### src/ppcs_cfg.svh
/*
 Offsets, field positions, reset values and counts of the PHY port
 control and status register slice.
 Assumes it is included by bare name after the package.
*/
`ifndef PPCS_CFG_SVH
`define PPCS_CFG_SVH

// ----------------------------------------------------------------
// Register indices (byte address is four times the index)
// ----------------------------------------------------------------
`define PPCS_IDX_P1_CTRL_A 8'h1c
`define PPCS_IDX_P1_CTRL_B 8'h1d
`define PPCS_IDX_P1_STAT_A 8'h1e
`define PPCS_IDX_P2_CTRL_A 8'h2c
`define PPCS_IDX_P2_CTRL_B 8'h2d
`define PPCS_IDX_P2_STAT_A 8'h2e
`define PPCS_IDX_IRQ_STAT  8'h40
`define PPCS_IDX_IRQ_CLR   8'h41
`define PPCS_IDX_IRQ_EN    8'h42

// ----------------------------------------------------------------
// Fields and reset values
// ----------------------------------------------------------------
`define PPCS_CTRL_A_RST    2'h3
`define PPCS_CTRL_B_RST    8'h00
`define PPCS_BIT_RESTART   5
`define PPCS_BIT_XOVER     7
`define PPCS_BIT_AN_DONE   6
`define PPCS_IRQ_W         4
`define PPCS_STRAP_WAIT    2'h2
`define PPCS_LED_BLANK     4'hf

`endif

### src/ppcs_pkg.sv
/*
 Types of the PHY port control and status register slice.
 Assumes nothing of its surroundings.
*/
package ppcs_pkg;

   // ----------------------------------------------------------------
   // Register layouts
   // ----------------------------------------------------------------
   typedef struct packed {
      logic led_off;
      logic tx_dis;
      logic an_restart;
      logic fef_dis;
      logic pwr_dn;
      logic mdix_dis;
      logic force_mdi;
      logic loopback;
   } ppcs_ctrl_b_type;

   typedef struct packed {
      logic adv_10_fd;
      logic adv_10_hd;
   } ppcs_ctrl_a_type;

   // ----------------------------------------------------------------
   // Bus and PHY carriers
   // ----------------------------------------------------------------
   typedef struct packed {
      logic        psel;
      logic        penable;
      logic        pwrite;
      logic [11:0] paddr;
      logic [31:0] pwdata;
   } ppcs_apb_req_type;

   typedef struct packed {
      logic        pready;
      logic        pslverr;
      logic [31:0] prdata;
   } ppcs_apb_rsp_type;

   typedef struct packed {
      logic       an_done;
      logic       auto_mdix;
      logic [3:0] led;
   } ppcs_phy_in_type;

   typedef struct packed {
      logic       adv_10_fd;
      logic       adv_10_hd;
      logic       tx_dis;
      logic       an_restart;
      logic       fef_dis;
      logic       pwr_dn;
      logic       use_mdix;
      logic       loopback;
      logic [3:0] port_indicator_out;
   } ppcs_phy_out_type;

endpackage

### src/ppcs_regs.sv
/*
 APB register slice for the two PHY ports: advertisement bits,
 second control register, crossover and negotiation status, and
 an interrupt block for status events.
 Assumes a same-clock PHY core on i_phy/o_phy and an APB master;
 the crossover strap is an asynchronous pin.
*/
// Notes on behaviour
// - 10BT full-duplex advertise bit, default one
// - 10BT half-duplex advertise bit, default one
// - LED blanking drives all four indicators high
// - Transmitter disable bit stops line drive
// - Writing restart bit starts new negotiation
// - Far-end fault disable, first port only
// - Crossover-auto disable turns off auto MDI-X
// - Second port disable resets from strap
// - Force bit: one MDI, zero MDI-X
// - First port loopback bit loops first port
// - Second port loopback bit loops second port
// - Negotiation done status reads completion
`timescale 1ns/10ps
`include "ppcs_cfg.svh"

module ppcs_regs
   import ppcs_pkg::*;
(
   // Clock and reset
   input  wire logic                   i_sys_clk,
   input  wire logic                   i_rst,
   // Register bus
   input  wire ppcs_apb_req_type       i_apb,
   output      ppcs_apb_rsp_type       o_apb,
   // Strap pin
   input  wire logic                   i_second_port_crossover_strap,
   // PHY core
   input  wire ppcs_phy_in_type  [1:0] i_phy,
   output      ppcs_phy_out_type [1:0] o_phy,
   // Interrupt
   output      logic                   o_irq
);

   // ----------------------------------------------------------------
   // State
   // ----------------------------------------------------------------
   typedef struct packed {
      ppcs_ctrl_a_type  [1:0] ctrl_a;
      ppcs_ctrl_b_type  [1:0] ctrl_b;
      logic             [1:0] xover;
      logic             [1:0] an_done;
      logic             [3:0] irq_st;
      logic             [3:0] irq_en;
      logic             [1:0] strap_sync;
      logic             [1:0] init_cnt;
      logic                   init_done;
      logic            [31:0] prdata;
      logic                   pslverr;
      ppcs_phy_out_type [1:0] phy;
   } ppcs_state_type;

   ppcs_state_type s_r;
   ppcs_state_type s_nxt;

   logic        setup;
   logic        access;
   logic        wr_hit;
   logic [7:0]  idx;
   logic        addr_ok;
   logic [31:0] rd;
   logic        hit;
   logic [1:0]  mdix_now;
   logic [3:0]  ev;

   // ----------------------------------------------------------------
   // Bus decode
   // ----------------------------------------------------------------
   assign setup   = i_apb.psel & ~i_apb.penable;
   assign access  = i_apb.psel & i_apb.penable;
   assign idx     = i_apb.paddr[9:2];
   // Upper address bits and byte lanes must be zero or the access is refused
   assign addr_ok = (i_apb.paddr[11:10] == 2'h0) & (i_apb.paddr[1:0] == 2'h0);
   assign wr_hit  = access & i_apb.pwrite & hit;

   always_comb begin
      rd  = 32'h0;
      hit = addr_ok;
      if (idx == `PPCS_IDX_P1_CTRL_A) begin
         rd[1:0] = s_r.ctrl_a[0];
      end else if (idx == `PPCS_IDX_P2_CTRL_A) begin
         rd[1:0] = s_r.ctrl_a[1];
      end else if (idx == `PPCS_IDX_P1_CTRL_B) begin
         // Restart is a strobe; a read right after the write must not see it
         rd[7:0] = s_r.ctrl_b[0];
         rd[`PPCS_BIT_RESTART] = 1'b0;
      end else if (idx == `PPCS_IDX_P2_CTRL_B) begin
         rd[7:0] = s_r.ctrl_b[1];
         rd[`PPCS_BIT_RESTART] = 1'b0;
      end else if (idx == `PPCS_IDX_P1_STAT_A) begin
         rd[`PPCS_BIT_XOVER]   = s_r.xover[0];
         rd[`PPCS_BIT_AN_DONE] = s_r.an_done[0];
      end else if (idx == `PPCS_IDX_P2_STAT_A) begin
         rd[`PPCS_BIT_XOVER]   = s_r.xover[1];
         rd[`PPCS_BIT_AN_DONE] = s_r.an_done[1];
      end else if (idx == `PPCS_IDX_IRQ_STAT) begin
         rd[3:0] = s_r.irq_st;
      end else if (idx == `PPCS_IDX_IRQ_EN) begin
         rd[3:0] = s_r.irq_en;
      end else if (idx == `PPCS_IDX_IRQ_CLR) begin
         rd = 32'h0;
      end else begin
         hit = 1'b0;
      end
   end

   // ----------------------------------------------------------------
   // Crossover state the PHY should run in
   // ----------------------------------------------------------------
   always_comb begin
      for (int p = 0; p < 2; p++) begin
         if (s_r.ctrl_b[p].mdix_dis) begin
            mdix_now[p] = ~s_r.ctrl_b[p].force_mdi;
         end else begin
            mdix_now[p] = i_phy[p].auto_mdix;
         end
      end
   end

   // Events: negotiation completed, crossover state changed
   assign ev = {mdix_now[1] ^ s_r.xover[1],
                mdix_now[0] ^ s_r.xover[0],
                i_phy[1].an_done & ~s_r.an_done[1],
                i_phy[0].an_done & ~s_r.an_done[0]};

   // ----------------------------------------------------------------
   // Next state
   // ----------------------------------------------------------------
   always_comb begin
      s_nxt = s_r;
      // Raw pin: two flops before anything reads it
      s_nxt.strap_sync = {s_r.strap_sync[0], i_second_port_crossover_strap};
      // Reset cannot load a pin, so the strap is taken once it is synced
      if (!s_r.init_done) begin
         if (s_r.init_cnt == `PPCS_STRAP_WAIT) begin
            s_nxt.ctrl_b[1].mdix_dis = s_r.strap_sync[1];
            s_nxt.init_done = 1'b1;
         end else begin
            s_nxt.init_cnt = s_r.init_cnt + 2'h1;
         end
      end
      if (setup) begin
         s_nxt.prdata  = rd;
         s_nxt.pslverr = ~hit;
      end
      // Restart bit stays set for one cycle only; it only makes a pulse
      for (int p = 0; p < 2; p++) begin
         s_nxt.ctrl_b[p].an_restart = 1'b0;
      end
      if (wr_hit) begin
         if (idx == `PPCS_IDX_P1_CTRL_A) begin
            s_nxt.ctrl_a[0] = i_apb.pwdata[1:0];
         end else if (idx == `PPCS_IDX_P2_CTRL_A) begin
            s_nxt.ctrl_a[1] = i_apb.pwdata[1:0];
         end else if (idx == `PPCS_IDX_P1_CTRL_B) begin
            s_nxt.ctrl_b[0] = i_apb.pwdata[7:0];
         end else if (idx == `PPCS_IDX_P2_CTRL_B) begin
            s_nxt.ctrl_b[1] = i_apb.pwdata[7:0];
         end else if (idx == `PPCS_IDX_IRQ_EN) begin
            s_nxt.irq_en = i_apb.pwdata[3:0];
         end
      end
      // Set wins over clear so no event is lost
      if (wr_hit && idx == `PPCS_IDX_IRQ_CLR) begin
         s_nxt.irq_st = (s_r.irq_st & ~i_apb.pwdata[3:0]) | ev;
      end else begin
         s_nxt.irq_st = s_r.irq_st | ev;
      end
      s_nxt.xover   = mdix_now;
      s_nxt.an_done = {i_phy[1].an_done, i_phy[0].an_done};
      for (int p = 0; p < 2; p++) begin
         s_nxt.phy[p].adv_10_fd  = s_r.ctrl_a[p].adv_10_fd;
         s_nxt.phy[p].adv_10_hd  = s_r.ctrl_a[p].adv_10_hd;
         s_nxt.phy[p].tx_dis     = s_r.ctrl_b[p].tx_dis;
         s_nxt.phy[p].an_restart = s_r.ctrl_b[p].an_restart;
         s_nxt.phy[p].pwr_dn     = s_r.ctrl_b[p].pwr_dn;
         s_nxt.phy[p].use_mdix   = mdix_now[p];
         s_nxt.phy[p].loopback   = s_r.ctrl_b[p].loopback;
         if (s_r.ctrl_b[p].led_off) begin
            s_nxt.phy[p].port_indicator_out = `PPCS_LED_BLANK;
         end else begin
            s_nxt.phy[p].port_indicator_out = i_phy[p].led;
         end
      end
      // Only the first port has a fiber path
      s_nxt.phy[0].fef_dis = s_r.ctrl_b[0].fef_dis;
      s_nxt.phy[1].fef_dis = 1'b0;
   end

   // ----------------------------------------------------------------
   // Registers
   // ----------------------------------------------------------------
   always_ff @(posedge i_sys_clk or posedge i_rst) begin
      if (i_rst) begin
         s_r <= '0;
         for (int p = 0; p < 2; p++) begin
            s_r.ctrl_a[p] <= `PPCS_CTRL_A_RST;
            s_r.ctrl_b[p] <= `PPCS_CTRL_B_RST;
            s_r.phy[p].adv_10_fd <= 1'b1;
            s_r.phy[p].adv_10_hd <= 1'b1;
         end
      end else begin
         s_r <= s_nxt;
      end
   end

   // ----------------------------------------------------------------
   // Outputs
   // ----------------------------------------------------------------
   // Zero-wait slave; read data was caught in the setup cycle
   assign o_apb.pready  = 1'b1;
   assign o_apb.pslverr = s_r.pslverr;
   assign o_apb.prdata  = s_r.prdata;
   // Level output; software clears the cause, not the line
   assign o_irq         = |(s_r.irq_st & s_r.irq_en);

   generate
      for (genvar g = 0; g < 2; g++) begin : g_port
         assign o_phy[g] = s_r.phy[g];
      end
   endgenerate

   generate
      for (genvar g = 0; g < 2; g++) begin : g_chk

      end
   endgenerate
endmodule

### config.mk
export PLATFORM = sky130hd
export DESIGN_NAME = ppcs_regs
export DESIGN_NICKNAME = d
export VERILOG_FILES = /design/src/ppcs_pkg.sv /design/src/ppcs_regs.sv
export VERILOG_INCLUDE_DIRS = /design/src
export SDC_FILE = /design/constraint.sdc
export NUM_CORES = 1
export LEC_CHECK = 0
export BUFFER_PORTS_ARGS = -buffer_cell sky130_fd_sc_hd__buf_2
export CORE_MARGIN = 2
export CORE_UTILIZATION = 45
export DETAILED_ROUTE_END_ITERATION = 10
export HOLD_SLACK_MARGIN = 0.05
export PLACE_DENSITY = 0.72
export SYNTH_ARGS = -nofsm -noshare
export SYNTH_HDL_FRONTEND = slang
export SYNTH_SLANG_ARGS = --single-unit
### constraint.sdc
create_clock -name i_sys_clk -period 5.5 [get_ports i_sys_clk]
set_clock_uncertainty 0.1 [all_clocks]
set_input_delay 0.825 -clock i_sys_clk [delete_from_list [all_inputs] [get_ports i_sys_clk]]
set_output_delay 0.825 -clock i_sys_clk [all_outputs]
set_load 0.1 [all_outputs]
# Word-level counts from Yosys, hierarchy flattened
# Cells that the tools add are included.
dict set report classes {
  add_sub_neg 1
  multipliers 0
  n_div 0
  n_lt_le_gt_ge 0
  n_eq_ne 10
  shift 0
  muxes 36
  n_bitwise 26
  n_reduce_logical 10
}
# op n
set ops {}
lappend ops {{2-to-1 mux 14 bit} 3}
lappend ops {{2-to-1 mux 30 bit} 1}
lappend ops {{equality test 8 x 5 -> 1 bit (second input constant)} 3}
lappend ops {{equality test 8 x 6 -> 1 bit (second input constant)} 3}
lappend ops {{equality test 8 x 7 -> 1 bit (second input constant)} 3}
lappend ops {{2-to-1 mux 4 bit} 6}
lappend ops {{2-to-1 mux 6 bit} 4}
lappend ops {{2-to-1 mux 8 bit} 3}
lappend ops {{2-to-1 mux 1 bit} 15}
lappend ops {{inverter 1 bit} 12}
lappend ops {{bitwise AND 4 bit} 2}
lappend ops {{2-to-1 mux 2 bit} 4}
lappend ops {{OR 4 bit} 2}
lappend ops {{bitwise AND 1 bit} 7}
lappend ops {{AND reduction 6 bit} 1}
lappend ops {{AND reduction 5 bit} 1}
lappend ops {{zero test 2 bit} 2}
lappend ops {{inverter 4 bit} 1}
lappend ops {{AND reduction 2 bit} 2}
lappend ops {{AND reduction 4 bit} 1}
lappend ops {{OR reduction 4 bit} 1}
lappend ops {{AND reduction 3 bit} 1}
lappend ops {{adder 2 x 1 -> 2 bit (second input constant)} 1}
lappend ops {{equality test 2 bit (second input constant)} 1}
lappend ops {{other kinds (2)} 3}
dict set report word_totals {
  regBits 93
  latchBits 0
  ramBits 0
  romBits 0
  in_bits 62
  out_inout_bits 59
  wordCells 129
  n_memories 0
}

# Depth between registers and ports, before layout
dict set report logic_depth {
  depth_word 14
  mapped_depth 6
  depth_no_buf 5
}

# Worst setup path after synthesis
# Ideal clock, no wire load.
dict set report synth_timing {
  kind {in2reg}
  start {in i_apb[40] in the netlist's numbering}
  end {reg s_r, in the netlist s_nxt[4]}
  setup_ns 0.125
  t_arrival_ns 2.359
  t_required_ns 5.275
  slack_ns 2.916
  stages 5
  path_buffers 2
  cell_sequence {buf_6 > or4b_1 > buf_2 > nor4_4 > mux2_2}
}
dict set report synth_via {
  elab_chain_len 12
  elab_cells_between_ends 22
  cone_classes {eq/ne (9); mux (9); bitwise (3); reduce/logical (1)}
}
# item line_no
set synth_rtl {}
lappend synth_rtl {{from (decl)} ppcs_regs.sv:31} ;# input wire ppcs_apb_req_type i_apb,
lappend synth_rtl {{equality test 8 x 7 -> 1 bit (no line)} n/a}
lappend synth_rtl {{2-to-1 mux 1 bit} ppcs_regs.sv:107} ;# end else if (idx == `PPCS_IDX_IRQ_CLR) begin
lappend synth_rtl {{2-to-1 mux 1 bit} ppcs_regs.sv:105} ;# end else if (idx == `PPCS_IDX_IRQ_EN) begin
lappend synth_rtl {{2-to-1 mux 1 bit} ppcs_regs.sv:103} ;# end else if (idx == `PPCS_IDX_IRQ_STAT) begin
lappend synth_rtl {{2-to-1 mux 1 bit} ppcs_regs.sv:100} ;# end else if (idx == `PPCS_IDX_P2_STAT_A) begin
lappend synth_rtl {{2-to-1 mux 1 bit} ppcs_regs.sv:97} ;# end else if (idx == `PPCS_IDX_P1_STAT_A) begin
lappend synth_rtl {{2-to-1 mux 1 bit} ppcs_regs.sv:94} ;# end else if (idx == `PPCS_IDX_P2_CTRL_B) begin
lappend synth_rtl {{2-to-1 mux 1 bit} ppcs_regs.sv:90} ;# end else if (idx == `PPCS_IDX_P1_CTRL_B) begin
lappend synth_rtl {{2-to-1 mux 1 bit} ppcs_regs.sv:88} ;# end else if (idx == `PPCS_IDX_P2_CTRL_A) begin
lappend synth_rtl {{2-to-1 mux 1 bit} ppcs_regs.sv:86} ;# if (idx == `PPCS_IDX_P1_CTRL_A) begin
lappend synth_rtl {{bitwise AND 1 bit} ppcs_regs.sv:81} ;# assign wr_hit = access & i_apb.pwrite & hit;
lappend synth_rtl {{AND reduction 4 bit (no line) (*)} n/a}
lappend synth_rtl {{to (signal assigned)} ppcs_regs.sv:210} ;# s_r <= s_nxt;
lappend synth_rtl {{to (decl)} ppcs_regs.sv:60} ;# ppcs_state_type s_r;
# Every way passes the cells marked *; elsewhere a longest branch is shown, timed or not.
# A chain may end at the register's enable or synchronous reset.

# Worst setup path after layout
dict set report layout_timing {
  start {in i_apb[39] in the netlist's numbering}
  end {reg s_r, in the netlist s_nxt[9]}
}
# Same word-level chain as after synthesis.

==> results.ini <==
[outcome]
outcome = finished clean

[yosys]
synthAdderAreaFrac_pct = 0.3839
synth_cells = 276
synth-simple-area-share_pct = 13.82
synth_edf_count = 0
synth_top_area_share_pct = 44.53
synth-xor-area-share_pct = 1.075
ys_ff_latch = 66
syn_area_per_cell_sq_um = 11.81
synthTopCellsByArea = dfrtp_1, buf_4, mux2_2
syn_area_sq_um = 3259
yosysTopAreaCell = dfrtp_1
synth_compound_area_share_pct = 8.791
yosysSeqAreaShare_pct = 50.98
synth_mux_area_share_pct = 9.098
synth-warning-count = 0
async_reset_ff_share_pct = 100.0
synth_flop_cell = dfrtp_1
yosysUniqueCellTypes = 49
synth_top_family_by_area = buffers and inverters

[power]
power.internal_mw = 0.7111
switching_share_pct = 33.24
p_comb_share_pct = 17.7
pwr_density_cell_nw_per_um2 = 300.7
vdd_ir_drop_max_mv = 0.1254
p_seq_share_pct = 46.7
p_sw_mw = 0.3541
p_clk_share_pct = 35.6
p_leak_nw = 1.738
power_mw = 1.065

[clock_tree]
cts_hold_buf = 0
cts_tree = built
insertion_delay_ps = 340
postCtsSetupBuffers = 0
cts_resized = 0
cts_buffers = 9
cts_root_buffer = clkbuf_8
cts.path.max_buffers = 2
htree_levels = 3
clkSinkCount = 66
clk_pin_slew_worst_paths_ps = 80

[placed_design]
dp_hpwl_mm = 4.609
port_buffers = 69
post-place-cells = 404
placed_cell_area_sq_um = 3351
place_congestion = 0.8154

[worst_setup_path]
critPathArrivalTime_ps = 2820
reg2reg_depth = 5
crit_slowest_cell = or4b_1
r2r-start = s_r[58]
crit_type = primary input to register
end_kind = register
ff2ff_setup_slack_ps = 4120
r2r-end = s_r[84]
critPathMaxStageDelay_ps = 710
crit_chain = buf_2 -> or4b_1 -> nor4_4 -> mux2_2
path_max_fanout = 13
critPathLaunchType = primary input
required_ps = 5630

[sta]
fmax_mhz = 371.7
slew_headroom_pct = 33.70
hold_viol_final = 0
finalSetupTns_ps = 0
min_period_over_period_pct = 48.92
rsz0062_at_grt = false
hold_ws_ps = 248.6
fin_crit_ps = 2691
setup_viol = 0
worst_slew_pin_slew_ps = 980.8
drv_slew = 0

[floorplan]
die_area_sq_um = 7940
start_util_pct = 45.67
die_y_microns = 89.11
num_rows = 31
die_w_microns = 89.11
ios = 121
core_area_sq_um = 7137

[final_layout]
fin_area_sq_um = 3542
fillers = 667
syn_to_final_growth_pct = 8.676
layout-drive-gt1-share_pct = 41.12
layout.nets = 379
final_cells = 421

[worst_hold_path]
hp-class = register to register
hp-start = s_nxt[20]
min_path_cells = 0
hold_path_end = o_phy[20]

[route]
wl_per_cell_microns = 14.91
via_per_inst = 4.905
drtAntennaViolNets = 0
drtIter0Drc = 157
vias = 2065
wirelength_mm = 6.279
route.detailed.drc = 0
dr.pass1.iters = 5

[grt]
grt_pass1_wl_mm = 9.839
antenna_found_initial = 1
overflow = 0
grt_max_degree = 67
groute.usage.overall_pct = 16.79
grt_pass1_vias = 1998

[job]
cap_violations = 0

==> kinds of logic (layout without fill, tap and decap cells) <==
family | Yosys count | in the layout
buffers and inverters | 74 | 94
and+or+nand+nor | 60 | 60
xor gates and xnor gates | 4 | 4
adders and majority gates | 1 | 1
other | 2 | 28
muxes | 27 | 27
DFF | 66 | 66
AOI/OAI and AO/OA | 42 | 42
==> final cells by class <==
type / instances / area, sq um / area share, %
timing repair buffer: 70 / 352.8 / 9.961
clock inverter: 4 / 33.78 / 0.9537
tap: 99 / 123.9 / 3.497
antenna: 1 / 2.502 / 0.07065
multi-input combinational: 161 / 1182 / 33.38
inverter: 8 / 30.03 / 0.8478
clock buffer: 12 / 155.1 / 4.380
sequential: 66 / 1662 / 46.91
==> worst max-delay path by stage <==
stage	startpoint	to	slack (ps)	cells after the start
after floorplan	i_apb[40]	s_nxt[4]	2920	5
after global placement	i_apb[38]	s_nxt[16]	2480	4
after detailed placement	i_apb[39]	s_nxt[9]	2450	4
after CTS	i_apb[41]	s_nxt[16]	2800	5
after global routing	i_apb[41]	s_nxt[16]	2680	5
final	i_apb[39]	s_nxt[9]	2810	4
==> per-stage QoR <==
step	utilization [%]	worst slack, ps
after global routing	49.60	2684
after global placement	46.95	2483
after floorplan	-	2916
after CTS	49.60	2802
after detailed placement	46.95	2453
final	49.63	2809
==> synth_stat cells, types with 3 or more instances <==
cell type,number
inv_1,8
nor3_1,3
nand3b_1,6
o22ai_1,3
buf_4,58
or2_2,9
dfstp_2,8
nand2_1,8
a32o_1,3
dfrtp_1,58
mux2i_1,6
xnor2_1,3
a22oi_1,4
nor2_1,7
a21oi_1,7
a22o_1,3
mux2_2,21
o21ai_0,10
o31ai_1,4
buf_2,5
==> layer usage <==
metal	vias to the layer above	track usage [%]	wire length [microns]
met5	-	0	0
met2	87	26.73	3054
met3	11	6.279	438
met4	0	6.784	118
li1	979	-	-
met1	988	20.69	2667
==> layout by cell type (no fill, tap or decap), drive strengths merged, types with 3 or more instances in the layout <==
| master | synthesis | final |
|---|---|---|
| nor4 | 5 | 5 |
| xnor2 | 3 | 3 |
| or2 | 9 | 9 |
| o21ai | 10 | 10 |
| inv | 8 | 9 |
| o31ai | 4 | 4 |
| nor4b | 3 | 3 |
| mux2 | 21 | 21 |
| o22ai | 3 | 3 |
| dfstp | 8 | 8 |
| a22oi | 5 | 5 |
| buf | 64 | 70 |
| nor3 | 3 | 3 |
| nand3 | 3 | 3 |
| a22o | 3 | 3 |
| a32o | 3 | 3 |
| clkbuf | 2 | 12 |
| mux2i | 6 | 6 |
| nand2 | 8 | 8 |
| conb | 2 | 27 |
| a21oi | 7 | 7 |
| nor2 | 7 | 7 |
| dfrtp | 58 | 58 |
| nand3b | 6 | 6 |
==> worst max-delay path: cells and delay by family <==
| family | cells | cell delay, ps |
|---|---|---|
| simple gates | 2 | 1400 |
| buf+inv | 1 | 180 |
| mux | 1 | 410 |
==> power groups by stage <==
| stage | Combinational, mW | Sequential (mW) | Clock [mW] |
|---|---|---|---|
| after global placement | 0.188 | 0.506 | 0 |
| after CTS | 0.190 | 0.497 | 0.389 |
| after global routing | 0.199 | 0.498 | 0.408 |
| after floorplan | 0.182 | 0.505 | 0 |
| after detailed placement | 0.189 | 0.506 | 0 |
| final | 0.189 | 0.497 | 0.379 |
==> flip-flops by register name (all words and copies together), names as in the netlist <==
signal,count
s_r,22
o_phy,22
s_nxt,14
o_apb,8
Note: power is estimated with default switching activity, not from simulation.
